## src/rtcw_map.svh

```systemverilog
// Register offsets, field positions, reset values and divider taps
// Assumes inclusion by bare name from the design files
`ifndef RTCW_MAP_SVH
`define RTCW_MAP_SVH

// Register pointer offsets (4-bit pointer space)
`define RTCW_OFS_HOUR 4'ha
`define RTCW_OFS_DATE 4'hb
`define RTCW_OFS_WDAY 4'hc
`define RTCW_OFS_SQW 4'hd

// Field positions
`define RTCW_DIS_BIT 7
`define RTCW_SQW_GATE_BIT 7
`define RTCW_HOUR_MSB 5
`define RTCW_DATE_MSB 5
`define RTCW_WDAY_MSB 2
`define RTCW_RATE_MSB 1

// Reset values
`define RTCW_RST_DIS 1'h1
`define RTCW_RST_HOUR 6'h00
`define RTCW_RST_DATE 6'h00
`define RTCW_RST_WDAY 3'h0
`define RTCW_RST_GATE 1'h1
`define RTCW_RST_RATE 2'h0

// Prescaler taps on 32.768 kHz edges: /32, /1024, /32768
`define RTCW_TAP_1024HZ 4
`define RTCW_TAP_32HZ 9
`define RTCW_TAP_1HZ 14

// Serial bus slave address, arbitrary value
`define RTCW_SLAVE_ADDR 7'h2a

`endif

```

## src/rtcw_pkg.sv

```systemverilog
// Types shared by the serial slave and square-wave logic
// Assumes rtcw_map.svh holds all numeric constants
package rtcw_pkg;

    // Serial slave states, one-hot
    typedef enum logic [8:0] {
        ST_IDLE = 9'h001,
        ST_ADDR = 9'h002,
        ST_AACK = 9'h004,
        ST_PTR = 9'h008,
        ST_PACK = 9'h010,
        ST_WDAT = 9'h020,
        ST_WACK = 9'h040,
        ST_RDAT = 9'h080,
        ST_RACK = 9'h100
    } rtcw_state_type;

    // Square-wave rate codes
    typedef enum logic [1:0] {
        RATE_32K = 2'h0,
        RATE_1024 = 2'h1,
        RATE_32 = 2'h2,
        RATE_1 = 2'h3
    } rtcw_rate_type;

endpackage : rtcw_pkg

```

## src/rtcw_sqw_gen.sv

```systemverilog
// Square-wave generator from the oscillator level
// Assumes i_osc synchronous and slower than half the clock
`timescale 1ns/10ps
`include "rtcw_map.svh"

module rtcw_sqw_gen (
    input wire logic i_ref_clk,
    input wire logic i_resetn,
    input wire logic i_osc,
    input wire logic i_gate,
    input wire logic i_pin_enable,
    input wire rtcw_pkg::rtcw_rate_type i_rate,
    output logic o_wave
);

    logic osc_q;         // Previous oscillator level
    logic osc_d;
    logic [14:0] div_q;  // Prescaler, counts oscillator rising edges
    logic [14:0] div_d;
    logic wave_q;        // Registered output
    logic wave_d;
    logic sel;           // Selected raw wave

    // Next values: prescaler, rate pick, gating
    always_comb
    begin
        osc_d = i_osc;
        div_d = div_q;
        if (i_osc && !osc_q)
        begin
            div_d = div_q + 15'h0001;
        end
        case (i_rate) // [RULE9]
            rtcw_pkg::RATE_32K: sel = osc_q;
            rtcw_pkg::RATE_1024: sel = div_q[`RTCW_TAP_1024HZ];
            rtcw_pkg::RATE_32: sel = div_q[`RTCW_TAP_32HZ];
            rtcw_pkg::RATE_1: sel = div_q[`RTCW_TAP_1HZ];
            default: sel = 1'b0;
        endcase
        // Register bit and pin must both allow it
        wave_d = i_gate & i_pin_enable & sel; // [RULE7]
    end

    // Registers only
    always_ff @(posedge i_ref_clk or negedge i_resetn)
    begin
        if (!i_resetn)
        begin
            osc_q <= 1'b0;
            div_q <= 15'h0000;
            wave_q <= 1'b0;
        end
        else
        begin
            osc_q <= osc_d;
            div_q <= div_d;
            wave_q <= wave_d;
        end
    end

    assign o_wave = wave_q;

endmodule : rtcw_sqw_gen

```

## src/rtcw_alarm_square_wave_output.sv

```systemverilog
// Alarm match registers, square-wave control, serial port
// Assumes scl/sda levels already synchronous to i_ref_clk, 10 MHz
// What this block does
// [RULE1] Hour match disable bit7, resets to one
// [RULE2] Hour value BCD bits 5:0, 00-23
// [RULE3] Date match disable bit7, resets to one
// [RULE4] Date value BCD bits 5:0, 01-31
// [RULE5] Weekday match disable bit7, resets to one
// [RULE6] Weekday value bits 2:0, 0-6
// [RULE7] Output needs register gate and enable pin
// [RULE8] Gate zero holds output low; resets one
// [RULE9] Rate select: 32k, 1024, 32, 1 Hz
// [RULE10] Unused control bits have no effect
// [RULE11] Alarm when all enabled fields match, none when all are disabled
`timescale 1ns/10ps
`include "rtcw_map.svh"

module rtcw_alarm_square_wave_output (
    input wire logic i_ref_clk,
    input wire logic i_resetn,
    input wire logic i_scl,
    input wire logic i_sda,
    output logic o_sda_out,
    output logic o_sda_oe,
    input wire logic [5:0] i_cur_hour,
    input wire logic [5:0] i_cur_date,
    input wire logic [2:0] i_cur_wday,
    input wire logic i_osc_32k,
    input wire logic i_square_wave_pin_enable,
    output logic o_alarm_match,
    output logic o_square_wave_output
);

    // Bus edge history
    logic scl_q;
    logic sda_q;

    // Serial slave state
    rtcw_pkg::rtcw_state_type state_q;
    rtcw_pkg::rtcw_state_type state_d;
    logic [3:0] cnt_q;     // Bit counter within a byte
    logic [3:0] cnt_d;
    logic [7:0] shift_q;   // Shift register, both directions
    logic [7:0] shift_d;
    logic [3:0] ptr_q;     // Register pointer, wraps at 0xf
    logic [3:0] ptr_d;
    logic rw_q;            // High for a read transfer
    logic rw_d;
    logic oe_q;            // Open-drain pull-down enable
    logic oe_d;
    logic sda_out_q;       // Driven level, always low

    // One-cycle write strobe
    logic wr_en;
    logic [7:0] rd_byte;

    // Bus events
    logic scl_rise;
    logic scl_fall;
    logic bus_start;
    logic bus_stop;

    // Register file fields
    logic hour_match_disable_q;
    logic hour_match_disable_d;
    logic [5:0] hour_val_q;
    logic [5:0] hour_val_d;
    logic day_of_month_match_disable_q;
    logic day_of_month_match_disable_d;
    logic [5:0] date_val_q;
    logic [5:0] date_val_d;
    logic day_of_week_match_disable_q;
    logic day_of_week_match_disable_d;
    logic [2:0] wday_val_q;
    logic [2:0] wday_val_d;
    logic square_wave_gate_q;
    logic square_wave_gate_d;
    rtcw_pkg::rtcw_rate_type square_wave_rate_select_q;
    rtcw_pkg::rtcw_rate_type square_wave_rate_select_d;

    // Alarm comparison
    logic alarm_q;
    logic alarm_d;

    assign scl_rise = i_scl & ~scl_q;
    assign scl_fall = ~i_scl & scl_q;
    assign bus_start = scl_q & i_scl & sda_q & ~i_sda;
    assign bus_stop = scl_q & i_scl & ~sda_q & i_sda;

    // Read mux; unused bits read as zero
    always_comb
    begin
        case (ptr_q)
            `RTCW_OFS_HOUR: rd_byte = {hour_match_disable_q, 1'b0, hour_val_q};
            `RTCW_OFS_DATE: rd_byte = {day_of_month_match_disable_q, 1'b0, date_val_q};
            `RTCW_OFS_WDAY: rd_byte = {day_of_week_match_disable_q, 4'h0, wday_val_q};
            `RTCW_OFS_SQW: rd_byte = {square_wave_gate_q, 5'h00, square_wave_rate_select_q};
            // Other registers read zero
            default: rd_byte = 8'h00;
        endcase
    end

    // Serial slave next state
    always_comb
    begin
        state_d = state_q;
        cnt_d = cnt_q;
        shift_d = shift_q;
        ptr_d = ptr_q;
        rw_d = rw_q;
        oe_d = oe_q;
        wr_en = 1'b0;
        if (bus_start)
        begin
            // Any start restarts addressing
            state_d = rtcw_pkg::ST_ADDR;
            cnt_d = 4'h0;
            oe_d = 1'b0;
        end
        else if (bus_stop)
        begin
            state_d = rtcw_pkg::ST_IDLE;
            oe_d = 1'b0;
        end
        else
        begin
            case (state_q)
                rtcw_pkg::ST_IDLE:
                begin
                    oe_d = 1'b0;
                end
                rtcw_pkg::ST_ADDR, rtcw_pkg::ST_PTR, rtcw_pkg::ST_WDAT:
                begin
                    // Sample on rising clock, act after the eighth bit
                    if (scl_rise)
                    begin
                        shift_d = {shift_q[6:0], i_sda};
                        cnt_d = cnt_q + 4'h1;
                    end
                    else if (scl_fall && cnt_q == 4'h8)
                    begin
                        cnt_d = 4'h0;
                        if (state_q == rtcw_pkg::ST_ADDR)
                        begin
                            // Foreign address: stay silent until next start
                            if (shift_q[7:1] == `RTCW_SLAVE_ADDR)
                            begin
                                rw_d = shift_q[0];
                                oe_d = 1'b1;
                                state_d = rtcw_pkg::ST_AACK;
                            end
                            else
                            begin
                                state_d = rtcw_pkg::ST_IDLE;
                            end
                        end
                        else if (state_q == rtcw_pkg::ST_PTR)
                        begin
                            ptr_d = shift_q[3:0];
                            oe_d = 1'b1;
                            state_d = rtcw_pkg::ST_PACK;
                        end
                        else
                        begin
                            wr_en = 1'b1;
                            oe_d = 1'b1;
                            state_d = rtcw_pkg::ST_WACK;
                        end
                    end
                end
                rtcw_pkg::ST_AACK:
                begin
                    // End of acknowledge clock
                    if (scl_fall)
                    begin
                        if (rw_q)
                        begin
                            shift_d = {rd_byte[6:0], 1'b0};
                            oe_d = ~rd_byte[7];
                            cnt_d = 4'h1;
                            state_d = rtcw_pkg::ST_RDAT;
                        end
                        else
                        begin
                            oe_d = 1'b0;
                            state_d = rtcw_pkg::ST_PTR;
                        end
                    end
                end
                rtcw_pkg::ST_PACK:
                begin
                    if (scl_fall)
                    begin
                        oe_d = 1'b0;
                        state_d = rtcw_pkg::ST_WDAT;
                    end
                end
                rtcw_pkg::ST_WACK:
                begin
                    // Auto-increment for burst writes
                    if (scl_fall)
                    begin
                        oe_d = 1'b0;
                        ptr_d = ptr_q + 4'h1;
                        state_d = rtcw_pkg::ST_WDAT;
                    end
                end
                rtcw_pkg::ST_RDAT:
                begin
                    // Change data while clock low
                    if (scl_fall)
                    begin
                        if (cnt_q == 4'h8)
                        begin
                            oe_d = 1'b0;
                            state_d = rtcw_pkg::ST_RACK;
                        end
                        else
                        begin
                            oe_d = ~shift_q[7];
                            shift_d = {shift_q[6:0], 1'b0};
                            cnt_d = cnt_q + 4'h1;
                        end
                    end
                end
                rtcw_pkg::ST_RACK:
                begin
                    // Master nack ends the read
                    if (scl_rise)
                    begin
                        if (i_sda)
                        begin
                            state_d = rtcw_pkg::ST_IDLE;
                        end
                        else
                        begin
                            ptr_d = ptr_q + 4'h1;
                        end
                    end
                    else if (scl_fall)
                    begin
                        shift_d = {rd_byte[6:0], 1'b0};
                        oe_d = ~rd_byte[7];
                        cnt_d = 4'h1;
                        state_d = rtcw_pkg::ST_RDAT;
                    end
                end
                default:
                begin
                    state_d = rtcw_pkg::ST_IDLE;
                    oe_d = 1'b0;
                end
            endcase
        end
    end

    // Serial slave registers
    always_ff @(posedge i_ref_clk or negedge i_resetn)
    begin
        if (!i_resetn)
        begin
            scl_q <= 1'b1;
            sda_q <= 1'b1;
            state_q <= rtcw_pkg::ST_IDLE;
            cnt_q <= 4'h0;
            shift_q <= 8'h00;
            ptr_q <= 4'h0;
            rw_q <= 1'b0;
            oe_q <= 1'b0;
            sda_out_q <= 1'b0;
        end
        else
        begin
            scl_q <= i_scl;
            sda_q <= i_sda;
            state_q <= state_d;
            cnt_q <= cnt_d;
            shift_q <= shift_d;
            ptr_q <= ptr_d;
            rw_q <= rw_d;
            oe_q <= oe_d;
            sda_out_q <= 1'b0;
        end
    end

    // Register file next values
    always_comb
    begin
        hour_match_disable_d = hour_match_disable_q;
        hour_val_d = hour_val_q;
        day_of_month_match_disable_d = day_of_month_match_disable_q;
        date_val_d = date_val_q;
        day_of_week_match_disable_d = day_of_week_match_disable_q;
        wday_val_d = wday_val_q;
        square_wave_gate_d = square_wave_gate_q;
        square_wave_rate_select_d = square_wave_rate_select_q;
        if (wr_en)
        begin
            case (ptr_q)
                `RTCW_OFS_HOUR:
                begin
                    hour_match_disable_d = shift_q[`RTCW_DIS_BIT]; // [RULE1]
                    hour_val_d = shift_q[`RTCW_HOUR_MSB:0]; // [RULE2]
                end
                `RTCW_OFS_DATE:
                begin
                    day_of_month_match_disable_d = shift_q[`RTCW_DIS_BIT]; // [RULE3]
                    date_val_d = shift_q[`RTCW_DATE_MSB:0]; // [RULE4]
                end
                `RTCW_OFS_WDAY:
                begin
                    day_of_week_match_disable_d = shift_q[`RTCW_DIS_BIT]; // [RULE5]
                    wday_val_d = shift_q[`RTCW_WDAY_MSB:0]; // [RULE6]
                end
                `RTCW_OFS_SQW:
                begin
                    // Bits 6:2 dropped, cannot steer
                    square_wave_gate_d = shift_q[`RTCW_SQW_GATE_BIT]; // [RULE8]
                    square_wave_rate_select_d =
                        rtcw_pkg::rtcw_rate_type'(shift_q[`RTCW_RATE_MSB:0]); // [RULE10]
                end
                // Other pointers ignored
                default:
                begin
                    hour_val_d = hour_val_q;
                end
            endcase
        end
    end

    // Register file flops
    always_ff @(posedge i_ref_clk or negedge i_resetn)
    begin
        if (!i_resetn)
        begin
            hour_match_disable_q <= `RTCW_RST_DIS; // [RULE1]
            hour_val_q <= `RTCW_RST_HOUR;
            day_of_month_match_disable_q <= `RTCW_RST_DIS; // [RULE3]
            date_val_q <= `RTCW_RST_DATE;
            day_of_week_match_disable_q <= `RTCW_RST_DIS; // [RULE5]
            wday_val_q <= `RTCW_RST_WDAY;
            square_wave_gate_q <= `RTCW_RST_GATE; // [RULE8]
            square_wave_rate_select_q <= rtcw_pkg::rtcw_rate_type'(`RTCW_RST_RATE); // [RULE9]
        end
        else
        begin
            hour_match_disable_q <= hour_match_disable_d;
            hour_val_q <= hour_val_d;
            day_of_month_match_disable_q <= day_of_month_match_disable_d;
            date_val_q <= date_val_d;
            day_of_week_match_disable_q <= day_of_week_match_disable_d;
            wday_val_q <= wday_val_d;
            square_wave_gate_q <= square_wave_gate_d;
            square_wave_rate_select_q <= square_wave_rate_select_d;
        end
    end

    // Alarm compare; all disabled means never, to avoid a constant alarm
    always_comb
    begin
        alarm_d = (~hour_match_disable_q | ~day_of_month_match_disable_q | ~day_of_week_match_disable_q)
            & (hour_match_disable_q | (hour_val_q == i_cur_hour))
            & (day_of_month_match_disable_q | (date_val_q == i_cur_date))
            & (day_of_week_match_disable_q | (wday_val_q == i_cur_wday)); // [RULE11]
    end

    // Alarm flop
    always_ff @(posedge i_ref_clk or negedge i_resetn)
    begin
        if (!i_resetn)
        begin
            alarm_q <= 1'b0;
        end
        else
        begin
            alarm_q <= alarm_d;
        end
    end

    // Square-wave generator, registered inside
    rtcw_sqw_gen u_sqw (
        .i_ref_clk(i_ref_clk),
        .i_resetn(i_resetn),
        .i_osc(i_osc_32k),
        .i_gate(square_wave_gate_q), // [RULE7]
        .i_pin_enable(i_square_wave_pin_enable),
        .i_rate(square_wave_rate_select_q),
        .o_wave(o_square_wave_output)
    );

    assign o_sda_out = sda_out_q;
    assign o_sda_oe = oe_q;
    assign o_alarm_match = alarm_q;

endmodule : rtcw_alarm_square_wave_output

```

## config.mk

```make
export PLATFORM = sky130hd
export DESIGN_NAME = rtcw_alarm_square_wave_output
export DESIGN_NICKNAME = d
export VERILOG_FILES = /design/src/rtcw_pkg.sv /design/src/rtcw_sqw_gen.sv /design/src/rtcw_alarm_square_wave_output.sv
export VERILOG_INCLUDE_DIRS = /design/src /design/src/src
export SDC_FILE = /design/constraint.sdc
export NUM_CORES = 1
export LEC_CHECK = 0
export BUFFER_PORTS_ARGS = -buffer_cell sky130_fd_sc_hd__buf_2
export CAP_MARGIN = 0
export CORE_MARGIN = 5
export CORE_UTILIZATION = 60
export CTS_CLUSTER_SIZE = 25
export DETAILED_ROUTE_END_ITERATION = 10
export PLACE_DENSITY = 0.79
export SYNTH_ARGS = -nofsm -noshare
export SYNTH_HDL_FRONTEND = slang
export SYNTH_SLANG_ARGS = --single-unit
```

## constraint.sdc

```tcl
create_clock -name i_ref_clk -period 5.1 [get_ports i_ref_clk]
set_clock_uncertainty 0.1 [all_clocks]
set_input_delay 0.255 -clock i_ref_clk [delete_from_list [all_inputs] [get_ports i_ref_clk]]
set_output_delay 0.255 -clock i_ref_clk [all_outputs]
set_load 0.01 [all_outputs]
```

==> results of run 1 <==
[registers in the layout (all words and copies together), names as in the netlist]
| name | count |
|---|---|
| cnt_q | 4 |
| date_val_q | 6 |
| day_of_month_match_disable_q | 1 |
| day_of_week_match_disable_q | 1 |
| hour_match_disable_q | 1 |
| hour_val_q | 6 |
| o_alarm_match | 1 |
| o_sda_oe | 1 |
| ptr_q | 4 |
| rw_q | 1 |
| scl_q | 1 |
| sda_q | 1 |
| shift_q | 8 |
| square_wave_gate_q | 1 |
| square_wave_rate_select_q | 2 |
| state_q | 9 |
| u_sqw.div_q | 15 |
| u_sqw.o_wave | 1 |
| u_sqw.osc_q | 1 |
| wday_val_q | 3 |
[how the worst max path moves through the flow]
stage	slack (ns)	endpoint	cells after the start
final	2.50	state_q[6]	8
after global routing	2.32	cnt_q[3]	6
after CTS	2.52	state_q[6]	8
after detailed placement	2.57	state_q[6]	5
after global placement	2.65	state_q[6]	5
after floorplan	2.92	state_q[2]	8
[where the power goes]
part           internal (W)  switching [W]
Combinational      0.000104       0.000128
Sequential         0.000593      0.0000787
Clock              0.000227       0.000214
Total              0.000924       0.000422
[metal layers]
metal | up-vias | wire, um
met3 | 15 | 319
met1 | 1491 | 3920
met5 | - | 0
li1 | 1455 | -
met4 | 0 | 172
met2 | 74 | 3970
[worst max-delay path, cell delays in order]
cell and delay, ns:
dlygate4sd3_1 0.53, buf_2 0.15, ha_1 0.36, nand2b_1 0.17, nor2b_1 0.09, o32a_2 0.43, a31oi_4 0.35, mux2_2 0.38
[through the flow]
stage           util  instance area, sq um
2_1_floorplan      -                  3950
3_3_place_gp   0.636                  4060
3_5_place_dp   0.636                  4060
4_1_cts        0.672                  4290
5_1_grt        0.672                  4290
6_report       0.672                  4290
[repair_timing]
action                                 CTS  global route
hold buffers                             3             0
gates resized for setup                  0             0
endpoints found under the hold margin    3             0
buffers inserted                         0             0
[synthesized netlist by cell type (7+ instances only)]
cell type | n | area [sq um]
a21oi_1 | 15 | 75.1
a22oi_1 | 9 | 67.6
clkbuf_1 | 9 | 33.8
dfrtp_1 | 61 | 1530
dfstp_2 | 7 | 184
ha_1 | 10 | 125
inv_1 | 9 | 33.8
mux2_2 | 24 | 270
nand2_1 | 35 | 131
nand2b_1 | 7 | 43.8
nand3_1 | 9 | 45.0
nand4_1 | 10 | 62.6
nor2_1 | 26 | 97.6
nor2b_1 | 8 | 50.1
nor3_1 | 11 | 55.1
o21ai_0 | 13 | 65.1
xnor2_1 | 24 | 210
xor2_1 | 10 | 87.6
[cell type report]
type                    instances  share of cell area
inverters                       9             0.00787
clock inverters                 7              0.0175
flip-flops and latches         68               0.398
well taps                      77              0.0224
multi-input cells             295               0.489
clock buffers                   9              0.0289
repair buffers                 27              0.0356
[logic make-up after synthesis]
| group | after synthesis | share of synthesized area |
|---|---|---|
| simple gates | 140 | 0.194 |
| buf+inv | 28 | 0.0345 |
| fa+ha+maj | 10 | 0.0317 |
| other cells | 1 | 0.000950 |
| xor+xnor | 34 | 0.0754 |
| mux | 28 | 0.0786 |
| flops | 68 | 0.433 |
| compound gates | 82 | 0.152 |
==> flow_summary.toml, run 1 <==
[grt]
antenna_found_initial = 0
grt_max_degree = 69
track_usage = 0.212
grt_use_met3 = 0.0289
grt-busiest-layer = "met2"
gr-usage-met1 = 0.299
grtUsageMet2 = 0.334
overflow = 0
first_global_vias = 3084
grt_first_pass_wirelength_mm = 14.6

[place]
dp_slack_ns = 2.57
gp_congestion = 0.984
dp.cells = 473
io_buffers = 23
place_hpwl_mm = 5.88

[run_status]
status = "finished with violations"
violations = "negative hold slack"

[layout]
fillCellCount = 503
drive_gt1_frac = 0.212
syn2layout_area_growth_pct = 8.75
fin_cells = 492
diodes = 0
fin_nets = 441
final_common_cell = "dfrtp_1"
seq_area_sq_um = 1710
multiInputGateArea_sq_um = 2100
final_cell_mix = "61 x dfrtp_1, 35 x nand2_1, 26 x nor2_1, 24 x xnor2_1, 24 x mux2_2"

[synth]
synth_warnings = 0
syn_area_sq_um = 3950
syn_area_per_cell_sq_um = 10.1
ys_types = 71
synth_seq_area_share = 0.433
ys_ff_latch = 68
ys.flop_type = "dfrtp_1"
ys_async_sr_fraction = 1.00
synth_edf_count = 0
synth_nets = 422
synth_cells = 391

[die]
die_w_um = 91.1
start_util = 0.618
core_sq_um = 6390
rows = 29
fp.dieArea_sq_um = 8300
io_pins = 25
die_h_um = 91.1

[timing]
whs_ns = -0.00804
slew_headroom = 0.426
fin_ws_ns = 2.50
rsz0062_at_grt = "false"
slew_violations = 0
setup_viol = 0
hold_viol_final = 7
worst_pin_slew_ns = 0.862
finalCritPeriodShare = 0.509
fmax_mhz = 385
final.min_clock_period_ns = 2.60
tns_ns = 0

[route]
first_pass_iters = 4
avgViaCountPerCell = 6.17
wl_per_cell_um = 17.0
drt-total-wl_mm = 8.38
drc = 0
drtAntennaViolNets = 0
dr_total_vias = 3035
drtIter0Drc = 229

[clock_network]
clock_latency_ns = 0.34
clockRootBuffer = "clkbuf_8"
cts_sinks = 68
cts_made_buffers = 9
htree_levels = 3
cts_buffer_depth = 2
cts_tree = "built"
clkTransAtPathRegs_ns = 0.08

[critical_path]
crit_path_end_kind = "flop"
crit_start = "i_scl"
critPathLaunchType = "input pin"
reg2reg_setup_slack_ns = 2.53
reg2reg_to = "state_q[6]"
critPathArrivalTime_ns = 2.72
crit_type = "in2reg"
rr_worst_depth = 5
path_max_fanout = 14
timing.rr.start = "state_q[3]"
cp.required_ns = 5.22

[pwr]
p_per_area_nw_per_um2 = 313
peakVddDrop_mv = 0.288
p_leak_nw = 1.86
total_power_w = 0.00135

[job]
drv_cap = 0

[min_path]
hold_class = "in2async"
Power figures use the tool's default switching activity.
==> run 2: changes to the inputs <==
==> constraint.sdc (replaced) <==
create_clock -name i_ref_clk -period 2.45 [get_ports i_ref_clk]
set_clock_uncertainty 0.1 [all_clocks]
set_input_delay 0.1225 -clock i_ref_clk [delete_from_list [all_inputs] [get_ports i_ref_clk]]
set_output_delay 0.1225 -clock i_ref_clk [all_outputs]
set_load 0.01 [all_outputs]
==> run 2 against run 1 <==
Effect of this change:
- wire length increased by 5.5%
- global-route usage up 1.3 points
- clock power up 120%
- the run now ends clean
- critical endpoint unchanged
- combinational power increased by 140%
- critical path type is now reg2reg
- largest power group unchanged
- count of clock-buffer cells in the layout up 1
- sequential power rose by 110%
==> flow_summary.toml, run 2 (synthesized netlist as in run 1, its figures left out) <==
[critical_path]
cp.required_ns = 2.59
timing.rr.start = "state_q[3]"
rr_worst_depth = 5
reg2reg_setup_slack_ns = 0.10
crit_type = "reg2reg"
cpLargestDelayFamily = "simple AND/OR/NAND/NOR gates"
worst-path-buf-inv = 0
path_max_fanout = 9
cp_slowest_cell = "dfrtp_1"
reg2reg_to = "state_q[6]"
cpPeakStageDelay_ns = 0.48
path_cells = "or3_1 -> or3_1 -> o32a_2 -> a31oi_4 -> mux2_2"
crit_path_end_kind = "flop"
critPathArrivalTime_ns = 2.48
crit_top_cell = "or3_1"
critPathLaunchType = "flop"

[layout]
fillCellCount = 501
final_cell_mix = "58 x dfrtp_1, 35 x nand2_1, 26 x nor2_1, 24 x xnor2_1, 24 x mux2_2"
largest_reg_flops = 15
diodes = 0
final_common_cell = "dfrtp_1"
drive_gt1_frac = 0.257
fin_nets = 462
regMostFlops = "u_sqw.div_q"
design_area_sq_um = 4500
top_regs = "u_sqw.div_q (15), state_q (9), shift_q (8)"
multiInputGateArea_sq_um = 2120
seq_area_sq_um = 1710
syn2layout_area_growth_pct = 13.9
final_util = 0.704

[timing]
slew_violations = 0
final.min_clock_period_ns = 2.35
tns_ns = 0
finalCritPeriodShare = 0.957
hold_viol_final = 0
fmax_mhz = 426
setup_viol = 0
rsz0062_at_grt = "false"

[min_path]
hold_depth = 4
hp-start = "i_cur_wday[1]"
whs_endpoint = "o_alarm_match"
hold_class = "in2reg"

[route]
drtIter0Drc = 226
first_pass_iters = 4
drc = 0
drtAntennaViolNets = 0
drt-total-wl_mm = 8.84
avgViaCountPerCell = 6.09
dr_total_vias = 3126
wl_per_cell_um = 17.2

[clock_network]
cts_tree = "built"
cts_sinks = 68
cts_made_buffers = 9
clkTransAtPathRegs_ns = 0.08
cts_buffer_depth = 2
clockRootBuffer = "clkbuf_8"
htree_levels = 3
clock_latency_ns = 0.35

[job]
drv_cap = 0

[die]
fp.dieArea_sq_um = 8300
core_sq_um = 6390
start_util = 0.618
die_w_um = 91.1
die_h_um = 91.1
io_pins = 25
rows = 29

[grt]
antenna_found_initial = 0
overflow = 0
grt_max_degree = 35
grt_first_pass_wirelength_mm = 15.4
first_global_vias = 3181
track_usage = 0.225

[place]
gp_congestion = 0.927
place_area_sq_um = 4200
place_hpwl_mm = 6.31
io_buffers = 23

[pwr]
p_leak_nw = 1.97
total_power_w = 0.00291
peakVddDrop_mv = 0.507
p_per_area_nw_per_um2 = 648

[run_status]
status = "complete, no violations"
[run 2: area by class of cell]
cell class	instances	share of cell area
clock buffer	10	0.0306
clock inverter	6	0.0159
inverter	9	0.00751
multi-input combinational	295	0.472
sequential	68	0.381
tap	77	0.0214
timing repair buffer	48	0.0710
[run 2: per-layer routing]
layer,global-route usage,up-vias,routed length (um)
li1,-,1497,-
met1,0.314,1522,4020
met2,0.357,94,4200
met3,0.0521,13,516
met4,0.0538,0,102
met5,0,-,0
[run 2: how the worst max path moves through the flow]
| stage | from | to | slack (ns) | depth (start not counted) |
|---|---|---|---|---|
| floorplan | cnt_q[0] | state_q[2] | 0.27 | 8 |
| global placement | state_q[4] | state_q[8] | 0.13 | 7 |
| detailed placement | state_q[4] | shift_q[0] | 0.12 | 5 |
| CTS | state_q[4] | shift_q[6] | 0.10 | 5 |
| global route | cnt_q[0] | state_q[8] | 0.01 | 9 |
| finish | state_q[3] | state_q[6] | 0.10 | 5 |
[run 2: where the power goes]
group	internal, W	switching (W)	total (W)	leakage, nW
clock	0.000504	0.000470	0.000974	0.0991
sequential	0.00123	0.000152	0.00139	0.898
combinational	0.000262	0.000291	0.000554	0.969
[run 2: worst reg2reg max path, stage by stage, from the launching register on]
cell and delay (ns):
dfrtp_1 0.48, or3_1 0.43, or3_1 0.36, o32a_2 0.22, a31oi_4 0.27, mux2_2 0.37
[run 2: repair_timing]
action,in CTS,in global routing
hold buffers,5,0
hold endpoints to repair,66,0
buffers inserted,0,1
resized for setup,0,7
endpoints found under the setup margin,0,25
[run 2: through the flow]
stage	worst slack, ns	instances	hold slack, ns
finish	0.104	513	0.0389
global route	0.0145	513	0.0717
CTS	0.100	512	0.0368
detailed placement	0.121	491	0.100
global placement	0.132	491	0.0974
floorplan	0.267	391	-0.273
